**src/bmsd_pkg.sv**
```systemverilog
// Package for the bridge mode, strap and decode control block.
// Assumes a single 10 MHz clock domain; the main and memory files import it whole.
package bmsd_pkg;

  // ****************************************************************
  // Configuration space layout (byte offsets)
  // ****************************************************************
  localparam logic [11:0] OFS_ID        = 12'h000;
  localparam logic [11:0] OFS_CLASS     = 12'h008;
  localparam logic [11:0] OFS_HDR       = 12'h00c;
  localparam logic [11:0] OFS_BUSNUM    = 12'h018;
  localparam logic [11:0] OFS_IOWIN     = 12'h01c;
  localparam logic [11:0] OFS_MEMWIN    = 12'h020;
  localparam logic [11:0] OFS_CAPPTR    = 12'h034;
  localparam logic [11:0] OFS_PMCAP     = 12'h080;
  localparam logic [11:0] OFS_PCIECAP   = 12'h0b0;
  localparam logic [11:0] OFS_PCIECAP_E = 12'h0bc;
  localparam logic [11:0] OFS_LEGACY    = 12'h098;
  localparam logic [11:0] OFS_EXT       = 12'h100;

  // ****************************************************************
  // Field positions and fixed values
  // ****************************************************************
  localparam int          LEGACY_BIT    = 0;
  localparam int          SUBDEC_BIT    = 1;
  localparam logic [7:0]  BASE_CLASS    = 8'h06;
  localparam logic [7:0]  SUB_CLASS     = 8'h04;
  localparam logic [7:0]  PROGIF_POS    = 8'h00;
  localparam logic [7:0]  PROGIF_SUB    = 8'h01;
  localparam logic [7:0]  HDR_TYPE1     = 8'h01;
  localparam logic [7:0]  CAP_ID_PM     = 8'h01;
  localparam logic [7:0]  CAP_ID_PCIE   = 8'h10;
  localparam logic [3:0]  PCIE_CAP_VER  = 4'h1;
  localparam logic [1:0]  CPM_STRAP_VAL = 2'h0;
  localparam logic [15:0] VENDOR_ID     = 16'h1234; // Arbitrary value
  localparam logic [15:0] DEVICE_ID     = 16'h5678; // Arbitrary value
  localparam logic [7:0]  REVISION_ID   = 8'h01;    // Arbitrary value
  localparam logic [1:0]  LEGACY_RST    = 2'h0;
  localparam int          MEM_AW        = 6;

endpackage

```
**src/bmsd_cfg_mem.sv**
```systemverilog
// Configuration dword store: 64 words, one write port, registered read.
// Assumes reads and writes come from the main control on the same clock.
`timescale 1ns/1ps
`default_nettype none
module bmsd_cfg_mem
  import bmsd_pkg::*;
(
  input  wire logic              mclk,
  input  wire logic              rst,
  input  wire logic              wen,
  input  wire logic [MEM_AW-1:0] addr,
  input  wire logic [31:0]       wdata,
  output logic      [31:0]       rdata
);

  logic [31:0] mem_q [2**MEM_AW];
  logic [31:0] rdata_q;

  // ****************************************************************
  // Storage and registered read
  // ****************************************************************
  always_ff @(posedge mclk)
  begin
    if (wen)
    begin
      mem_q[addr] <= wdata;
    end
    if (rst)
    begin
      rdata_q <= 32'h0000_0000;
    end
    else
    begin
      rdata_q <= mem_q[addr];
    end
  end

  assign rdata = rdata_q;

endmodule
`default_nettype wire

```
**src/bmsd_ctrl.sv**
```systemverilog
// Bridge mode, strap sampling, class code, configuration access and decode control.
// Assumes strap and reset pins are asynchronous; configuration and decode
// requests come from logic on mclk.
`timescale 1ns/1ps
`default_nettype none
// Notes on behaviour
// - Sample request lines 3:2 at reset release if normal mode strap low
// - Zero straps enable clock PM, two devices
// - Clock outputs 2,3 become request, run
// - Report class 06h, sub-class 04h
// - Prog interface 00h, or 01h when legacy
// - Legacy bit forwards all memory, IO downstream
// - Type-1 config forwarded only within bus range
// - Legacy hides PCIe capability; extended space always hidden
// - Reserved space: writes dropped, reads zero
// - Cycles outside windows claimed; subtractive bit flags them
// - Type-1 header behaves like transparent bridge
// - Serve configuration requests from PCIe side
// - I2C access only with EEPROM strap low
// - PCIe upstream, PCI downstream
module bmsd_ctrl
  import bmsd_pkg::*;
(
  input  wire logic        mclk,
  input  wire logic        rst,
  input  wire logic        eeprom_mode_strap,
  input  wire logic        normal_mode_strap,
  input  wire logic        fundamental_reset_n,
  input  wire logic [3:0]  pci_req_n,
  input  wire logic [3:0]  clk_src,
  input  wire logic        clock_request_int_n,
  input  wire logic        clock_run_pin,
  input  wire logic        clock_run_assert,
  output logic [3:0]       pci_clock_out,
  output logic             clock_run_n_out,
  output logic             clock_run_n_oe_n,
  output logic             clock_run_n_seen,
  output logic             clk_pm_en,
  output logic             two_device_mode,
  input  wire logic        cfg_req,
  input  wire logic        cfg_from_i2c,
  input  wire logic        cfg_write,
  input  wire logic [11:0] cfg_addr,
  input  wire logic [31:0] cfg_wdata,
  output logic             cfg_ack,
  output logic [31:0]      cfg_rdata,
  input  wire logic        dn_valid,
  input  wire logic        dn_is_io,
  input  wire logic        dn_is_cfg1,
  input  wire logic [7:0]  dn_bus,
  input  wire logic [31:0] dn_addr,
  output logic             dn_forward,
  input  wire logic        up_valid,
  input  wire logic        up_is_io,
  input  wire logic [31:0] up_addr,
  output logic             up_claim,
  output logic             up_claim_subtractive,
  output logic             legacy_en,
  output logic             subdec_en
);

  // ****************************************************************
  // Pin synchronisers
  // ****************************************************************
  logic [5:0] sync1_q, sync2_q, sync1_d, sync2_d;
  logic       perst_prev_q, perst_prev_d;
  logic       cpm_q, cpm_d;
  logic       crun_q, crun_d;

  // Two stages for reset, both mode straps, request straps and clock-run pin
  always_comb
  begin
    sync1_d      = {clock_run_pin, eeprom_mode_strap, normal_mode_strap,
                    fundamental_reset_n, pci_req_n[3:2]};
    sync2_d      = sync1_q;
    perst_prev_d = sync2_q[2];
    // Cleared while reset is low, latched on its synchronised rising edge if normal mode strap is low
    cpm_d        = cpm_q && sync2_q[2];
    if (sync2_q[2] && !perst_prev_q && !sync2_q[3])
    begin
      cpm_d = (sync2_q[1:0] == CPM_STRAP_VAL);
    end
    crun_d = sync2_q[5];
  end

  always_ff @(posedge mclk)
  begin
    if (rst)
    begin
      sync1_q      <= 6'h20; // Clock-run wire idles high
      sync2_q      <= 6'h20;
      perst_prev_q <= 1'b0;
      cpm_q        <= 1'b0;
      crun_q       <= 1'b1;
    end
    else
    begin
      sync1_q      <= sync1_d;
      sync2_q      <= sync2_d;
      perst_prev_q <= perst_prev_d;
      cpm_q        <= cpm_d;
      crun_q       <= crun_d;
    end
  end

  assign clk_pm_en        = cpm_q;
  assign two_device_mode  = cpm_q;
  assign clock_run_n_seen = crun_q;

  // ****************************************************************
  // Clock output mux
  // ****************************************************************
  logic [3:0] pci_clock_out_q, pci_clock_out_d;
  logic       crun_oe_n_q, crun_oe_n_d;

  // Outputs 2 and 3 take over request and run roles under clock PM
  always_comb
  begin
    pci_clock_out_d    = clk_src;
    crun_oe_n_d = 1'b1;
    if (cpm_q)
    begin
      pci_clock_out_d[2] = clock_request_int_n;
      pci_clock_out_d[3] = crun_q;
      crun_oe_n_d = !clock_run_assert;
    end
  end

  always_ff @(posedge mclk)
  begin
    if (rst)
    begin
      pci_clock_out_q    <= 4'h0;
      crun_oe_n_q <= 1'b1;
    end
    else
    begin
      pci_clock_out_q    <= pci_clock_out_d;
      crun_oe_n_q <= crun_oe_n_d;
    end
  end

  assign pci_clock_out    = pci_clock_out_q;
  assign clock_run_n_out  = 1'b0; // Open drain, only ever pulls low
  assign clock_run_n_oe_n = crun_oe_n_q;

  // ****************************************************************
  // Configuration access
  // ****************************************************************
  logic [1:0]  ctl_q, ctl_d;
  logic [31:0] bus_q, bus_d, iow_q, iow_d, memw_q, memw_d;
  logic        p1_q, p1_d, ack_q, ack_d;
  logic [11:0] p1_addr_q, p1_addr_d;
  logic        p1_zero_q, p1_zero_d;
  logic [31:0] rdata_q, rdata_d;
  logic [31:0] mem_rdata;
  logic        mem_wen, in_pcie_cap, reserved, refused;
  logic [7:0]  progif;

  assign in_pcie_cap = (cfg_addr >= OFS_PCIECAP) && (cfg_addr <= OFS_PCIECAP_E);
  assign reserved    = (cfg_addr >= OFS_EXT) || (ctl_q[LEGACY_BIT] && in_pcie_cap);
  assign refused     = cfg_from_i2c && sync2_q[4];
  assign progif      = ctl_q[LEGACY_BIT] ? PROGIF_SUB : PROGIF_POS;

  // Store writes, shadow decode registers, build read data
  always_comb
  begin
    ctl_d     = ctl_q;
    bus_d     = bus_q;
    iow_d     = iow_q;
    memw_d    = memw_q;
    mem_wen   = 1'b0;
    p1_d      = cfg_req;
    p1_addr_d = {cfg_addr[11:2], 2'b00};
    p1_zero_d = reserved || refused;
    ack_d     = p1_q;
    rdata_d   = 32'h0000_0000;
    if (cfg_req && cfg_write && !reserved && !refused)
    begin
      mem_wen = 1'b1;
      case ({cfg_addr[11:2], 2'b00})
        OFS_LEGACY: ctl_d  = cfg_wdata[1:0];
        OFS_BUSNUM: bus_d  = cfg_wdata;
        OFS_IOWIN:  iow_d  = cfg_wdata;
        OFS_MEMWIN: memw_d = cfg_wdata;
        default:    ctl_d  = ctl_q;
      endcase
    end
    if (p1_q && !p1_zero_q)
    begin
      case (p1_addr_q)
        OFS_ID:      rdata_d = {DEVICE_ID, VENDOR_ID};
        OFS_CLASS:   rdata_d = {BASE_CLASS, SUB_CLASS, progif, REVISION_ID};
        OFS_HDR:     rdata_d = {mem_rdata[31:24], HDR_TYPE1, mem_rdata[15:0]};
        OFS_CAPPTR:  rdata_d = {24'h000000, OFS_PMCAP[7:0]};
        // Legacy mode ends the chain at power management
        OFS_PMCAP:   rdata_d = {16'h0000, (ctl_q[LEGACY_BIT] ? 8'h00 : OFS_PCIECAP[7:0]),
                                CAP_ID_PM};
        OFS_PCIECAP: rdata_d = {12'h000, PCIE_CAP_VER, 8'h00, CAP_ID_PCIE};
        OFS_LEGACY:  rdata_d = {30'h0, ctl_q};
        default:     rdata_d = mem_rdata;
      endcase
    end
  end

  always_ff @(posedge mclk)
  begin
    if (rst)
    begin
      ctl_q     <= LEGACY_RST;
      bus_q     <= 32'h0000_0000;
      iow_q     <= 32'h0000_0000;
      memw_q    <= 32'h0000_0000;
      p1_q      <= 1'b0;
      p1_addr_q <= 12'h000;
      p1_zero_q <= 1'b0;
      ack_q     <= 1'b0;
      rdata_q   <= 32'h0000_0000;
    end
    else
    begin
      ctl_q     <= ctl_d;
      bus_q     <= bus_d;
      iow_q     <= iow_d;
      memw_q    <= memw_d;
      p1_q      <= p1_d;
      p1_addr_q <= p1_addr_d;
      p1_zero_q <= p1_zero_d;
      ack_q     <= ack_d;
      rdata_q   <= rdata_d;
    end
  end

  bmsd_cfg_mem u_mem (
    .mclk  (mclk),
    .rst   (rst),
    .wen   (mem_wen),
    .addr  (cfg_addr[MEM_AW+1:2]),
    .wdata (cfg_wdata),
    .rdata (mem_rdata)
  );

  assign cfg_ack   = ack_q;
  assign cfg_rdata = rdata_q;
  assign legacy_en = ctl_q[LEGACY_BIT];
  assign subdec_en = ctl_q[SUBDEC_BIT];

  // ****************************************************************
  // Address decode, PCIe upstream and PCI downstream
  // ****************************************************************
  logic dn_in_win, up_in_win, bus_ok;
  logic fwd_q, fwd_d, claim_q, claim_d, csub_q, csub_d;

  // IO window in 4 KB units, memory window in 1 MB units
  assign dn_in_win = dn_is_io ?
    ((dn_addr[15:12] >= iow_q[7:4]) && (dn_addr[15:12] <= iow_q[15:12])) :
    ((dn_addr[31:20] >= memw_q[15:4]) && (dn_addr[31:20] <= memw_q[31:20]));
  assign up_in_win = up_is_io ?
    ((up_addr[15:12] >= iow_q[7:4]) && (up_addr[15:12] <= iow_q[15:12])) :
    ((up_addr[31:20] >= memw_q[15:4]) && (up_addr[31:20] <= memw_q[31:20]));
  assign bus_ok = (dn_bus >= bus_q[15:8]) && (dn_bus <= bus_q[23:16]);

  // Forward downstream from the upstream port, claim upstream on PCI
  always_comb
  begin
    fwd_d   = dn_valid && (dn_is_cfg1 ? bus_ok : (ctl_q[LEGACY_BIT] || dn_in_win));
    claim_d = up_valid && !up_in_win;
    csub_d  = claim_d && ctl_q[SUBDEC_BIT];
  end

  always_ff @(posedge mclk)
  begin
    if (rst)
    begin
      fwd_q   <= 1'b0;
      claim_q <= 1'b0;
      csub_q  <= 1'b0;
    end
    else
    begin
      fwd_q   <= fwd_d;
      claim_q <= claim_d;
      csub_q  <= csub_d;
    end
  end

  assign dn_forward           = fwd_q;
  assign up_claim             = claim_q;
  assign up_claim_subtractive = csub_q;

endmodule
`default_nettype wire

```
**config.mk**
```make
export PLATFORM = sky130hd
export DESIGN_NAME = bmsd_ctrl
export DESIGN_NICKNAME = d
export VERILOG_FILES = /design/src/bmsd_pkg.sv /design/src/bmsd_cfg_mem.sv /design/src/bmsd_ctrl.sv
export SDC_FILE = /design/constraint.sdc
export NUM_CORES = 2
export LEC_CHECK = 0
export BUFFER_PORTS_ARGS = -buffer_cell sky130_fd_sc_hd__buf_4
export CAP_MARGIN = 10
export CORE_ASPECT_RATIO = 0.5
export CORE_UTILIZATION = 45
export CTS_CLUSTER_SIZE = 12
export DETAILED_ROUTE_END_ITERATION = 6
export GPL_ROUTABILITY_DRIVEN = 0
export SYNTH_ARGS = -nofsm -noshare
export SYNTH_HDL_FRONTEND = slang
export SYNTH_SLANG_ARGS = --single-unit
export TNS_END_PERCENT = 5
```
**constraint.sdc**
```tcl
create_clock -name mclk -period 12.1 [get_ports mclk]
set_input_delay 2.42 -clock mclk [delete_from_list [all_inputs] [get_ports mclk]]
set_output_delay 2.42 -clock mclk [all_outputs]
set_load 0.02 [all_outputs]
```
# After elaboration in Yosys (flattened, before gate mapping)

Memory sizes are Yosys's and may differ from the RTL's. A register that Yosys moved wholly into a read port is not among the register bits.
Cells that the tools add are included.

Bits in writable memories: 2048
Bits of input ports: 140
Memories: 1
Register bits after elaboration: 144
Word-level logic and storage cells: 93

Memory list:

| name        | words | bits a word | rd ports | clocked after memory_dff | wr ports | line               | text |
|---|---|---|---|---|---|---|---|
| u_mem.mem_q | 64    | 32          | 1        | 1                        | 1        | bmsd_cfg_mem.sv:16 | `logic [31:0] mem_q [2**MEM_AW];` |

Bitwise logic cells: 2
Order comparisons: 13
Eq/ne operators: 10
Multiplexer cells: 11
Reduce and logical (&&, ||, !) cells: 36

Operators with widths:

| kind                                                  | number |
|---|---|
| one-hot mux 32 bit (7 select lines)                   | 1 |
| == test 12 x 8 -> 1 bit (second input constant)       | 3 |
| == test 12 x 4 -> 1 bit (second input constant)       | 2 |
| >= comparator 12 bit                                  | 2 |
| <= comparator 12 bit                                  | 2 |
| == test 10 x 3 -> 1 bit (second input constant)       | 2 |
| logical AND 1 bit                                     | 18 |
| == test 12 x 6 -> 1 bit (second input constant)       | 1 |
| >= comparator 12 x 8 -> 1 bit (second input constant) | 1 |
| >= comparator 12 x 9 -> 1 bit (second input constant) | 1 |
| <= comparator 12 x 8 -> 1 bit (second input constant) | 1 |
| logical NOT 12 bit                                    | 1 |
| == test 10 x 4 -> 1 bit (second input constant)       | 1 |
| == test 10 x 6 -> 1 bit (second input constant)       | 1 |
| >= comparator 4 bit                                   | 2 |
| >= comparator 8 bit                                   | 1 |
| <= comparator 4 bit                                   | 2 |
| <= comparator 8 bit                                   | 1 |
| two-way mux 1 bit                                     | 8 |
| two-way mux 8 bit                                     | 1 |
| AND reduction 2 bit                                   | 4 |
| logical NOT 1 bit                                     | 7 |
| OR reduction 2 bit                                    | 2 |
| logical OR 1 bit                                      | 3 |
| other kinds (3)                                       | 4 |

# Depth between registers and ports, before layout

Depth after elaboration: 10
Mapped depth: 12

# Cells and area by module

A second synthesis with hierarchy kept.

Cell total of the unflattened synthesis: 5108
Area, all modules: 84895.2 sq um

Modules (own cells, without submodules):

| module       | area an instance (sq um) | cells an instance | instances |
|---|---|---|---|
| bmsd_cfg_mem | 78963.2                  | 4484              | 1 |
| bmsd_ctrl    | 5931.9                   | 624               | 1 |

# Least setup slack after synthesis

OpenSTA, ideal clock, no wires.

Kind: input to register
From: input port cfg_addr[7]
To: memory u_mem.mem_q[54][0] (enable)
Data arrival time: 5.771 ns
Stages on the path: 7
Buffers on the path: 4
Path slack: 5.868 ns
Cell sequence: clkbuf_1 -> clkbuf_1 -> and2_1 -> clkbuf_1 -> nand2_1 -> clkbuf_1 -> nor3_1

Word-level cells in the longest chain between the ends: 10
Elaborated cells between the ends (all ways): 12

Ends and longest elaborated chain:

| what                                                                                  | line               | text |
|---|---|---|
| start: declaration                                                                    | bmsd_ctrl.sv:43    | `input wire logic [11:0] cfg_addr,` |
| >= comparator 12 x 8 -> 1 bit / <= comparator 12 x 8 -> 1 bit (equally long branches) | bmsd_ctrl.sv:160   | `assign in_pcie_cap = (cfg_addr >= OFS_PCIECAP) && (cfg_addr <= OFS_PCIECAP_E);` |
| logical AND 1 bit                                                                     | bmsd_ctrl.sv:160   |  |
| logical AND 1 bit                                                                     | bmsd_ctrl.sv:161   | `assign reserved = (cfg_addr >= OFS_EXT) \|\| (ctl_q[LEGACY_BIT] && in_pcie_cap);` |
| logical OR 1 bit                                                                      | bmsd_ctrl.sv:161   |  |
| logical NOT 1 bit                                                                     | bmsd_ctrl.sv:178   | `if (cfg_req && cfg_write && !reserved && !refused)` |
| logical AND 1 bit (2 in a row)                                                        | bmsd_ctrl.sv:178   |  |
| two-way mux 1 bit                                                                     | bmsd_ctrl.sv:178   |  |
| two-way mux 1 bit                                                                     | bmsd_cfg_mem.sv:24 | `if (wen)` |
| two-way mux 1 bit (implied by the code)                                               | bmsd_cfg_mem.sv:26 | `mem_q[addr] <= wdata;` |
| end: declaration                                                                      | bmsd_cfg_mem.sv:16 |  |

Parallel ways exist; a longest one is shown, timed or not.

# Final worst setup path

From: input port cfg_addr[3]
To: memory u_mem.mem_q[56][24] (enable)

The elaborated chain is that of the path after synthesis.

==> summary by stage <==
Run status
The flow ran to the end, and the final reports show no timing, DRC or antenna violations.

Timing
The post-route worst setup slack is 5.34 ns. The count of final max-slew check failures is 0. The final setup TNS is 0 ns. After layout, the minimum clock period comes to 6.76 ns. The total setup violations reported at the end of the flow is 0. The peak clock frequency supported by timing is 148 MHz.

The final hold violation count is 0. At the pin with the least slew margin, the transition time is 1.35 ns. Of the available clock period, the critical path in the final layout requires 0.558.

Between clock sinks in the finished design, the worst skew comes to 0.0510 ns. Setup repair after global routing left no endpoint under its margin. The worst max-slew margin expressed relative to the limit is 0.0932.

Run
The number of maximum-capacitance constraint violations is 0.

Routing
The routed layout has 48258 vias. The number of routed nets with antenna violations is 0. The iteration count of the initial detailed-routing pass is 6. The detail-routed via count per cell is 6.42. After detailed routing, the number of remaining DRC violations is 0. For this block, the routed nets add up to 270000 um of wire.

After detailed routing, the average wire length per cell comes to 35.9 um. The number of DRC violations after detailed-routing iteration 0 is 7610.

Global routing
The first global-routing pass estimated 368000 um of wire. The number of global-route vias before repair is 46222. Summed over all layers, the global routing overflow is 0. In the global route stage, overall resource usage came out at 0.279. The pin count of the biggest net entering global routing is 132. The initial antenna violation count was 18.

Power and ir drop
Dividing total power by cell area gives a power density of 158 nW/um2. Of the total power, the share spent switching nets is 0.218. The power share of the combinational group is 0.054. Summed over all cells, the static leakage comes to 31.2 nW. The sum of internal, switching and leakage power is 15.1 mW. The maximum vdd ir drop is 0.113 mV. Of the total power, the clock network draws 0.395.

The internal portion of the total power is 11.8 mW. The net switching power of the design is 3.29 mW. The portion of total power attributed to sequential cells is 0.550.

Place
The post-placement cell count is 7173. Timing analysis after detailed placement gives a worst setup slack of 4.67 ns. The post-detailed-placement half-perimeter wirelength is 159000 um. The cell area after placement is 90000 um2.

In this run the tool buffered the top-level ports with 151 buffer cells.

Yosys
In this run the cell area of the synthesized design comes to 85200 um2. When the netlist entered floorplanning its net count stood at 4831. After synthesis, the mean cell area works out to 18.5 um2. The number of enable-type register cells in the synthesized netlist is 2048.

The number of synthesized register bits is 2198. The total number of yosys warnings is 0. The most used flip-flop cell after synthesis is edfxtp_1.

The post-synthesis cell count is 4611. The share of the yosys chip area belonging to registers is 0.757. In the synthesized netlist the async set-or-reset flop fraction comes to 0. The count of distinct cell types in the synthesized netlist is 70.

Worst setup path
The highest-delay cell along the critical path is nor2_4. Counting both buffers and inverters, the worst setup path holds a total of 4. The number of cells traversed by the worst register-to-register path is 6. The critical path crosses 9 cells after its start point.

The worst setup path is captured at a flip-flop. The largest delay contributor family on the critical path is simple AND/OR/NAND/NOR gates. The startpoint-to-endpoint class of the critical path is in -> reg. The data arrival time of the critical path is 7.25 ns. The most numerous cell type found on the critical path is buf_4. The biggest cell delay along the critical path is 1.02 ns.

The critical path goes through buf_8, buf_4, and2_1, mux2_4, a211oi_1, buf_4, nand4_1, nor2_4, buf_4. Along the worst path, the maximum fanout reaches 52. The required arrival time at the worst endpoint is 12.59 ns. The startpoint kind of the worst setup timing path is an input port.

Clock network
The clock transition at the registers of the reported paths is 0.06 ns. Post-CTS repair changed the size of 0 cells. The insertion delay of the later-clocked pin in the worst-skew pair is 0.86 ns. The CTS tree is done. The buffers inserted during post-CTS setup optimization is 0. The tree is rooted in a clkbuf_16.

Buffers inserted during clock tree synthesis total 211. The tree built by TritonCTS fans out to 2198 sinks. The CTS H-tree depth is 4. In this run the deepest clock path goes through 4 buffers. The hold buffer count at cts is 0.

Floorplan
Measured along the y axis, the die boundary spans 310 um. The number of standard-cell rows in the floorplan is 112. For this design the top-level I/O count stands at 187. The floorplan die area is 191000 um2. For this configuration, the core starts out at a cell density of 0.455. The width of the die is 617 um. The floorplan step defined a core boundary enclosing 187000 um2.

Layout
The final standard cell area without fillers is 95900 um2. Leaving out fill and tap cells, the most frequent cell in the layout is edfxtp_1. The library cells used most frequently in the layout, excluding fill and tap cells, are edfxtp_1, mux2i_1, buf_4. Relative to the synthesized area, the layout overhead comes to 12.6%. The layout has 14923 filler cells.

The filler-free cell count of the finished design is 7520. For this run, the post-layout net count is 5100. The layout cell share with drive strength beyond 1 is 0.197.

Hold path
The count of cells along the worst hold path is 1. The kind of path behind the tightest hold check is reg -> reg.
## sequential cells by signal (all words and copies together) (netlist names), 2 cells and up
name and flops:
sync1_q 6, bus_q 16, u_mem.mem_q 2048, p1_addr_q 10, memw_q 24, ctl_q 2, iow_q 8, u_mem.rdata 32
cfg_rdata 32, sync2_q 6, pci_clock_out 4
## worst register-to-register path, cell delays in order, from the launching register on
cell      delay, ns
dfxtp_1        0.50
and2_1         0.30
a211oi_1       0.34
buf_4          0.28
nand4_1        0.74
nor2_4         1.02
buf_4          0.51
## Yosys cell counts, types with 6 or more instances
cell type	number	area, um2
a211o_1	7	61.3
a211oi_1	29	218
a21o_1	30	225
a21oi_1	159	796
a221o_1	6	60.1
a221oi_1	58	508
a22o_1	14	123
a22oi_1	44	330
a31oi_1	23	144
a41oi_1	7	61.3
and2_1	15	93.8
and3_1	7	43.8
buf_1	27	101
buf_2	86	430
buf_4	33	248
buf_6	6	67.6
clkbuf_1	102	383
dfxtp_1	150	3000
edfxtp_1	2048	61500
ha_1	80	1000
inv_1	59	221
mux2_2	78	878
mux2i_1	360	3600
mux4_2	288	6490
nand2_1	167	627
nand2b_1	14	87.6
nand3_1	31	155
nand3b_1	6	45.0
nand4_1	24	150
nor2_1	230	863
nor2b_1	34	213
nor3_1	33	165
nor4_1	8	50.1
o211ai_1	13	97.6
o21a_1	7	52.6
o21ai_0	126	631
o221ai_1	13	114
o22a_1	6	52.6
o22ai_1	103	644
o2bb2ai_1	7	61.3
## cell type report
cell class | count | area (um2) | share of cell area
Antenna cell | 8 | 20.0 | 0.000209
Clock buffer | 331 | 5820 | 0.0607
Clock inverter | 6 | 70.1 | 0.000730
Inverter | 60 | 229 | 0.00239
Multi-Input combinational cell | 2099 | 19800 | 0.206
Sequential cell | 2198 | 64500 | 0.672
Tap cell | 2508 | 3140 | 0.0327
Timing Repair Buffer | 310 | 2400 | 0.0250
## power groups by stage
stage / clock network (mW) / logic (mW) / registers [mW]
floorplan: 0 / 0.390 / 8.49
global placement: 0 / 0.787 / 8.49
detailed placement: 0 / 0.802 / 8.50
CTS: 6.05 / 0.804 / 8.33
global route: 6.32 / 0.852 / 8.33
finish: 5.98 / 0.824 / 8.33
## per-layer routing
layer / routed length (um) / GRT usage / share of wire / vias up
li1: - / - / - / 19155
met1: 110000 / 0.403 / 0.41 / 25544
met2: 118000 / 0.414 / 0.44 / 3127
met3: 34800 / 0.0799 / 0.13 / 428
met4: 7950 / 0.0796 / 0.029 / 4
met5: 29 / 0 / 0.00011 / -
## final timing paths
check	startpoint	endpoint	slack [ns]
worst max-delay path	cfg_addr[3]	u_mem.mem_q[56][24]$_DFFE_PP_	5.34
worst min-delay path	sync2_q[5]$_SDFF_PP1_	clock_run_n_seen$_SDFF_PP1_	0.42
worst max register to register	ctl_q[0]$_SDFFE_PP0P_	u_mem.mem_q[56][24]$_DFFE_PP_	8.05
worst min register to register	sync2_q[5]$_SDFF_PP1_	clock_run_n_seen$_SDFF_PP1_	0.42
## cell families after synthesis
family | share of synthesized area
other cells | 0.0000440
mux | 0.129
buf+inv | 0.0171
simple gates | 0.0318
flops | 0.757
fa+ha+maj | 0.0117
compound gates | 0.0536
## stage by stage
step / util / hold WS (ns)
final: 0.512 / 0.419
after global routing: 0.512 / 0.430
after CTS: 0.512 / 0.422
after detailed placement: 0.480 / 0.406
after global placement: 0.480 / 0.394
after floorplan: - / 0.389
No activity file was read; power rests on OpenSTA's default activity.
